===== config.mk =====
export PLATFORM = sky130hd
export DESIGN_NAME = gper_pin_config
export DESIGN_NICKNAME = d
export VERILOG_FILES = /design/src/inc/gper_pkg.sv /design/src/gper_pin_config.sv
export SDC_FILE = /design/constraint.sdc
export NUM_CORES = 2
export LEC_CHECK = 0
export BUFFER_PORTS_ARGS = -buffer_cell sky130_fd_sc_hd__buf_2
export CORE_MARGIN = 5
export CORE_UTILIZATION = 61
export CTS_CLUSTER_DIAMETER = 120
export DETAILED_ROUTE_END_ITERATION = 7
export PLACE_DENSITY = 0.8
export SLEW_MARGIN = 20
export SYNTH_ARGS = -nofsm -noshare
export SYNTH_HDL_FRONTEND = slang
export SYNTH_SLANG_ARGS = --single-unit

===== constraint.sdc =====
create_clock -name SYS_CLK -period 2.9 [get_ports SYS_CLK]
set_input_delay 0.435 -clock SYS_CLK [delete_from_list [all_inputs] [get_ports SYS_CLK]]
set_output_delay 0.435 -clock SYS_CLK [all_outputs]
set_load 0.01 [all_outputs]

===== src/inc/gper_pkg.sv =====
// constants, register map and state layout of the gpio pin configuration block
// assumes a single 25 MHz clock and a byte-wide register port
package gper_pkg;

    localparam int NUM_PORTS     = 5;
    localparam int PINS_PER_PORT = 8;
    localparam int NUM_PINS      = NUM_PORTS * PINS_PER_PORT;

    // register offsets
    localparam logic [7:0] OFS_PIN_SELECT    = 8'hF0;
    localparam logic [7:0] OFS_PIN_CONFIG    = 8'hF1;
    localparam logic [7:0] OFS_EVENT_ROUTING = 8'hF2;
    localparam logic [7:0] OFS_PIN_DATA      = 8'hF3;
    localparam logic [7:0] OFS_MUX_CONTROL   = 8'hF4;

    // pin configuration fields
    localparam int BIT_OUT_EN   = 0;
    localparam int BIT_OUT_TYPE = 1;
    localparam int BIT_PULLUP   = 2;
    localparam int BIT_LOCK     = 3;
    localparam int BIT_EVT_TYPE = 4;
    localparam int BIT_EVT_POL  = 5;
    localparam int BIT_DEB_EN   = 6;

    // event routing fields
    localparam int BIT_ROUTE_IRQ = 0;
    localparam int BIT_ROUTE_SMI = 1;
    localparam int BIT_ROUTE_PWU = 2;

    // pin select fields, own data and mux registers
    localparam int SEL_PORT_LSB     = 4;
    localparam int SEL_PIN_LSB      = 0;
    localparam int BIT_DATA_OUT     = 0;
    localparam int BIT_DATA_IN      = 1;
    localparam int BIT_MUX_SEL      = 0;
    localparam int BIT_MUX_LOCK     = 7;

    // reset values
    localparam logic [7:0] RST_CFG_EVENT = 8'h44;
    localparam logic [7:0] RST_CFG_PLAIN = 8'h04;
    localparam logic [2:0] RST_ROUTING   = 3'h0;
    localparam logic [6:0] RST_SELECT    = 7'h00;

    // debounce period
    localparam int CLK_PERIOD_NS = 40;
    localparam int DEB_TIME_NS   = 16000;
    localparam int DEB_CYCLES    = (DEB_TIME_NS + CLK_PERIOD_NS - 1) / CLK_PERIOD_NS;
    localparam int DEB_W         = 9;

    typedef logic [NUM_PINS-1:0] gper_pins_t;

    typedef struct packed {
        logic [6:0]                        sel;
        logic [NUM_PINS-1:0][7:0]          cfg;
        logic [NUM_PINS-1:0][2:0]          route;
        gper_pins_t                        dout;
        gper_pins_t                        mux;
        logic                              mux_lock;
        gper_pins_t                        s1;
        gper_pins_t                        s2;
        gper_pins_t                        s3;
        gper_pins_t                        stable;
        gper_pins_t                        deb;
        gper_pins_t                        deb_prev;
        gper_pins_t                        evt;
        logic [NUM_PINS-1:0][DEB_W-1:0]    cnt;
        logic [7:0]                        rdata;
        gper_pins_t                        pin_out;
        gper_pins_t                        pin_oe;
        gper_pins_t                        pin_pu;
        gper_pins_t                        mux_out;
        logic                              irq;
        logic                              system_mgmt_interrupt;
        logic                              pwu;
    } gper_state_s;

endpackage


===== src/gper_pin_config.sv =====
// gpio pin configuration, lock and event routing for five ports of eight pins
// assumes pins arrive asynchronously and the register port is on SYS_CLK
//
// Strobed register access is this design's own decision.
`timescale 1ns/1ns

module gper_pin_config
    import gper_pkg::*;
(
    input  wire logic                SYS_CLK,
    input  wire logic                RST_N,
    input  wire logic [7:0]          ADDR,
    input  wire logic [7:0]          WDATA,
    input  wire logic                WR,
    input  wire logic                RD,
    output      logic [7:0]          RDATA,
    input  wire logic [NUM_PINS-1:0] GPIO_IN,
    output      logic [NUM_PINS-1:0] GPIO_OUT,
    output      logic [NUM_PINS-1:0] GPIO_OE,
    output      logic [NUM_PINS-1:0] GPIO_PU,
    output      logic [NUM_PINS-1:0] MUX_SEL,
    output      logic                INT_REQ,
    output      logic                SYS_MGMT_INT,
    output      logic                POWER_WAKEUP_REQ
);

    // ports 0, 1 and 4 carry event detection
    function automatic logic has_events(input logic [2:0] port);
        return (port == 3'h0) || (port == 3'h1) || (port == 3'h4);
    endfunction

    // select field names an existing port
    function automatic logic sel_valid(input logic [6:0] sel);
        return sel[SEL_PORT_LSB +: 3] < 3'(NUM_PORTS);
    endfunction

    // state after reset, config value depends on port kind
    function automatic gper_state_s reset_state();
        gper_state_s s;
        s = '0;
        s.sel = RST_SELECT;
        // input path starts at the pulled-up idle level, so no false edge after reset
        s.s1       = '1;
        s.s2       = '1;
        s.s3       = '1;
        s.stable   = '1;
        s.deb      = '1;
        s.deb_prev = '1;
        for (int p = 0; p < NUM_PINS; p++)
        begin
            s.cfg[p]    = has_events(3'(p / PINS_PER_PORT)) ? RST_CFG_EVENT : RST_CFG_PLAIN;
            s.route[p]  = RST_ROUTING;
            s.pin_pu[p] = 1'b1;
        end
        return s;
    endfunction

    gper_state_s r_reg;
    gper_state_s r_next;

    // register access, pin sampling, event detection and pin drive
    always_comb
    begin
        logic [5:0] idx;
        logic       ok;
        logic       ev;
        logic       locked;
        logic       active;
        logic [7:0] rd_val;
        logic       irq_any;
        logic       smi_any;
        logic       pwu_any;
        idx     = '0;
        ok      = 1'b0;
        ev      = 1'b0;
        locked  = 1'b0;
        active  = 1'b0;
        rd_val  = '0;
        irq_any = 1'b0;
        smi_any = 1'b0;
        pwu_any = 1'b0;
        r_next  = r_reg;

        // selected pin from port and pin fields
        idx    = {r_reg.sel[SEL_PORT_LSB +: 3], r_reg.sel[SEL_PIN_LSB +: 3]};
        ok     = sel_valid(r_reg.sel);
        ev     = has_events(r_reg.sel[SEL_PORT_LSB +: 3]);
        locked = ok && r_reg.cfg[idx][BIT_LOCK];

        // register writes
        if (WR)
        begin
            if (ADDR == OFS_PIN_SELECT)
            begin
                r_next.sel = {WDATA[6:4], 1'b0, WDATA[2:0]};
            end
            else if (ADDR == OFS_PIN_CONFIG && ok)
            begin
                // event fields exist only on event ports
                r_next.cfg[idx][6:4] = ev ? WDATA[6:4] : 3'h0;
                if (!locked)
                begin
                    r_next.cfg[idx][2:0] = WDATA[2:0];
                end
                // lock only sets, software cannot clear it
                r_next.cfg[idx][BIT_LOCK] = r_reg.cfg[idx][BIT_LOCK] | WDATA[BIT_LOCK];
            end
            else if (ADDR == OFS_EVENT_ROUTING && ok && ev)
            begin
                r_next.route[idx] = WDATA[2:0];
            end
            else if (ADDR == OFS_PIN_DATA && ok && !locked)
            begin
                r_next.dout[idx] = WDATA[BIT_DATA_OUT];
            end
            else if (ADDR == OFS_MUX_CONTROL && !r_reg.mux_lock)
            begin
                if (ok)
                begin
                    r_next.mux[idx] = WDATA[BIT_MUX_SEL];
                end
                r_next.mux_lock = WDATA[BIT_MUX_LOCK];
            end
        end

        // read data, shown only in the cycle after the strobe
        if (ADDR == OFS_PIN_SELECT)
        begin
            rd_val = {1'b0, r_reg.sel};
        end
        else if (ADDR == OFS_PIN_CONFIG && ok)
        begin
            rd_val = r_reg.cfg[idx];
        end
        else if (ADDR == OFS_EVENT_ROUTING && ok && ev)
        begin
            rd_val = {5'h00, r_reg.route[idx]};
        end
        else if (ADDR == OFS_PIN_DATA && ok)
        begin
            rd_val[BIT_DATA_OUT] = r_reg.dout[idx];
            rd_val[BIT_DATA_IN]  = r_reg.stable[idx];
        end
        else if (ADDR == OFS_MUX_CONTROL)
        begin
            rd_val[BIT_MUX_SEL]  = ok && r_reg.mux[idx];
            rd_val[BIT_MUX_LOCK] = r_reg.mux_lock;
        end
        r_next.rdata = RD ? rd_val : 8'h00;

        // per pin sampling, debounce, detection and drive
        for (int p = 0; p < NUM_PINS; p++)
        begin
            // input path runs whatever the output enable says
            r_next.s1[p] = GPIO_IN[p];
            r_next.s2[p] = r_reg.s1[p];
            r_next.s3[p] = r_reg.s2[p];
            if (r_reg.s2[p] == r_reg.s3[p])
            begin
                r_next.stable[p] = r_reg.s3[p];
            end

            // debounce holds a change until it lasts the full period
            if (r_reg.cfg[p][BIT_DEB_EN] && r_reg.stable[p] != r_reg.deb[p])
            begin
                if (r_reg.cnt[p] == DEB_W'(DEB_CYCLES - 1))
                begin
                    r_next.deb[p] = r_reg.stable[p];
                    r_next.cnt[p] = '0;
                end
                else
                begin
                    r_next.cnt[p] = r_reg.cnt[p] + DEB_W'(1);
                end
            end
            else
            begin
                r_next.deb[p] = r_reg.stable[p];
                r_next.cnt[p] = '0;
            end
            r_next.deb_prev[p] = r_reg.deb[p];

            // polarity picks the active level, type picks edge or level
            active = r_reg.cfg[p][BIT_EVT_POL] ? r_reg.deb[p] : ~r_reg.deb[p];
            if (!has_events(3'(p / PINS_PER_PORT)))
            begin
                r_next.evt[p] = 1'b0;
            end
            else if (r_reg.cfg[p][BIT_EVT_TYPE])
            begin
                r_next.evt[p] = active;
            end
            else
            begin
                r_next.evt[p] = active && (r_reg.deb[p] != r_reg.deb_prev[p]);
            end

            // route each event to the requested outputs
            irq_any = irq_any | (r_reg.evt[p] & r_reg.route[p][BIT_ROUTE_IRQ]);
            smi_any = smi_any | (r_reg.evt[p] & r_reg.route[p][BIT_ROUTE_SMI]);
            pwu_any = pwu_any | (r_reg.evt[p] & r_reg.route[p][BIT_ROUTE_PWU]);

            // open-drain drives only low, push-pull drives both levels
            r_next.pin_oe[p]  = r_next.cfg[p][BIT_OUT_EN]
                                & (r_next.cfg[p][BIT_OUT_TYPE] | ~r_next.dout[p]);
            r_next.pin_out[p] = r_next.cfg[p][BIT_OUT_TYPE] & r_next.dout[p];
            r_next.pin_pu[p]  = r_next.cfg[p][BIT_PULLUP];
            r_next.mux_out[p] = r_next.mux[p];
        end
        r_next.irq = irq_any;
        r_next.system_mgmt_interrupt = smi_any;
        r_next.pwu = pwu_any;
    end

    // state register, pin lock and mux lock cleared only here
    always_ff @(posedge SYS_CLK)
    begin
        if (!RST_N)
        begin
            r_reg <= reset_state();
        end
        else
        begin
            r_reg <= r_next;
        end
    end

    // outputs straight from the state register
    assign RDATA            = r_reg.rdata;
    assign GPIO_OUT         = r_reg.pin_out;
    assign GPIO_OE          = r_reg.pin_oe;
    assign GPIO_PU          = r_reg.pin_pu;
    assign MUX_SEL          = r_reg.mux_out;
    assign INT_REQ          = r_reg.irq;
    assign SYS_MGMT_INT     = r_reg.system_mgmt_interrupt;
    assign POWER_WAKEUP_REQ = r_reg.pwu;

endmodule // gper_pin_config


==> impl_metrics.csv <==
group,metric,value,unit
logic_synthesis,synthArstFlopShare,0,%
setup_path,crit_type,"reg -> reg",
floorplanning,die_w,267.9,um
timing,fin_crit,2.810,ns
timing,slew_headroom,50.33,%
final_layout,fill_cells,4877,
setup_path,ff2ff_setup_slack,0.09,ns
floorplanning,die-area,0.07178,mm^2
timing,finClkSkew,0.03895,ns
timing,finalHoldViolations,0,
setup_path,cp-start-kind,"flop",
routing,vias,33386,
setup_path,critPathArrivalTime,3.34,ns
logic_synthesis,synth_edf_count,0,
final_layout,syn2layout_area_growth,13.54,%
cts,root_buffer,"clkbuf_16",
final_layout,fin_nets,4632,
routing,route.detailed.drc,0,
global_routing,antenna_found_initial,5,
routing,via_per_inst,6.081,
logic_synthesis,syn_area,0.04058,mm^2
cts,cts_htree_levels,3,
placed_design,dp_hpwl,81880,um
floorplanning,num_rows,94,
logic_synthesis,synth_top_area_cell,"dfxtp_1",
timing,finalMaxSlewViolations,0,
routing,ant_nets,0,
logic_synthesis,ys.flop_type,"dfxtp_1",
pwr,peakVddDrop,0.4716,mV
global_routing,grt_max_degree,151,
logic_synthesis,yosysMostFrequentCell,"dfxtp_1",
placed_design,gp_congestion,1.010,
final_layout,drive_above_1_share,16.04,%
setup_path,reg2regPathDepth,10,
cts,cts.clk_slew.worst_paths,0.06,ns
pwr,power_leakage,18.03,nW
final_layout,postLayoutCoreUtil,69.95,%
timing,setup_viol,0,
routing,drt_iter0_markers,4049,
routing,wl_per_cell,21.51,um
logic_synthesis,synthDistinctLibCells,85,
cts,cts_made_buffers,96,
setup_path,rr_startpoint,"r_reg[1334]",
setup_path,required,3.43,ns
setup_path,worstPathMaxFanout,19,
timing,grt_setup_unrepaired,"false",
cts,clk_latency,0.67,ns
logic_synthesis,synth_area_leaders,"dfxtp_1 (48%), mux2i_1 (7.1%), nor2_1 (5.6%)",
logic_synthesis,ys_ff_latch,978,
logic_synthesis,ys_seq_area_share,48.25,%
logic_synthesis,syn_area_per_cell,9.231,um^2
setup_path,crit_path_end_kind,"flop",
logic_synthesis,yosys.area.top_type_share,48.25,%
timing,max_freq,355.9,MHz
cts,postCtsSetupRepairBufs,0,
worst_hold_path,hold_path_startpoint,"RST_N",
placed_design,place_inst,5274,
setup_path,timing.rr.end,"RDATA[1]",
timing,hold_ws,0.04330,ns
cts,clock_path_buffers,3,
pwr,p_per_area,581.6,mW/mm^2
logic_synthesis,synthTopCellsByCount,"dfxtp_1 (978), nor2_1 (609), nand2_1 (386)",
global_routing,grt-ovfl-total,0,
final_layout,stdcell_count,5490,
cts,cts_tree,"yes",
global_routing,track_usage,31.61,%
routing,wirelength,118100,um
logic_synthesis,syn_nets,4480,
logic_synthesis,yosys_warnings,0,
routing,dr.pass1.iters,8,
job,maxCapViolations,0,
timing,worst_pin_slew,0.7435,ns
worst_hold_path,whs_path_depth,2,
global_routing,grt_pass1_wl,181100,um
logic_synthesis,synth_cells,4396,
global_routing,grt_pass1_vias,31527,
cts,cts.sinks,978,
floorplanning,core,0.06586,mm^2
timing,period_share,96.88,%
placed_design,io_buffers,230,
worst_hold_path,hold_class,"in -> reg",
floorplanning,ios,231,
timing,fin_tns_setup,0,ns
pwr,total_power,26.80,mW
worst_hold_path,hold_path_end,"r_next[747]",
final_layout,largest_register_ffs,704,
run_status,status,"complete, no violations",
floorplanning,die_y,267.9,um
floorplanning,initial_core_util,61.61,%
[timing repair]
item,in CTS,in global routing
endpoints found under the hold margin,40,0
resized for setup,0,3
endpoints found under the setup margin,0,25
hold buffers,40,0
[layer usage]
layer	wire length, um	track usage [%]	part of all wire, %	vias to the layer above
met5	27	0	0.023	-
met4	5946	13.73	5.0	4
met3	14520	8.954	12	442
met2	50200	47.62	43	1990
met1	47390	42.86	40	15594
li1	-	-	-	15356
[stage by stage]
| stage | setup slack, ns | area (um^2) |
|---|---|---|
| finish | 0.09045 | 46070 |
| global route | 0.01837 | 46070 |
| CTS | 0.04254 | 46060 |
| detailed placement | 0.04557 | 42420 |
| global placement | 0.1165 | 42420 |
| floorplan | 0.4149 | 40580 |
[area by class of cell]
cell class                 instances  area [um^2]  share of cell area (%)
tap                              864         1081                   2.346
inverter                          18        75.07                  0.1629
timing repair buffer             481         3486                   7.566
sequential                       978        19590                   42.52
clock buffer                     141         2821                   6.124
antenna                            1        2.502                0.005431
clock inverter                    34        414.1                  0.8989
multi-input combinational       2973        18600                   40.38
[worst max-delay path, stage by stage, from the launching register on]
cell and delay [ns]:
dfxtp_4 0.46, buf_12 0.20, buf_4 0.20, nor2_1 0.11, buf_12 0.18, a221oi_2 0.27
nor2_1 0.08, a2111oi_1 0.59, nor4_1 0.16, a311oi_1 0.29, a41oi_1 0.13
[report_power, final]
| part | switching [mW] | internal [mW] |
|---|---|---|
| clock | 5.31 | 7.39 |
| combinational | 0.382 | 0.180 |
| sequential | 0.0345 | 13.5 |
[logic make-up (layout without fill, tap and decap cells)]
| family | count (synthesis) | after routing | share of synthesized area, % |
|---|---|---|---|
| compound gates | 718 | 718 | 11.33 |
| simple gates | 1646 | 1646 | 19.26 |
| mux | 363 | 363 | 9.592 |
| fa+ha+maj | 24 | 24 | 0.7400 |
| other cells | 0 | 1 | 0 |
| xor+xnor | 222 | 222 | 4.791 |
| buf+inv | 445 | 674 | 6.037 |
| flops | 978 | 978 | 48.25 |
[worst max-delay path by stage]
stage / slack [ns] / end / startpoint
global placement: 0.12 / RDATA[1] / r_reg[1334]
global route: 0.02 / RDATA[1] / r_reg[1334]
finish: 0.09 / RDATA[1] / r_reg[1334]
CTS: 0.04 / RDATA[1] / r_reg[1334]
detailed placement: 0.05 / RDATA[1] / r_reg[1334]
floorplan: 0.41 / GPIO_OE[33] / ADDR[3]
[placed cells by master (no fill, tap or decap), types with 128 or more instances in the layout]
cell type	netlist	final
o21ai_0	190	190
nand2_1	386	386
nand3_1	143	142
a21oi_1	199	199
nand2b_1	162	162
buf_4	174	185
xor2_1	128	128
nor2_1	609	609
dfxtp_1	978	975
buf_2	44	228
mux2i_1	288	288
No activity file was read; power rests on OpenSTA's default activity.
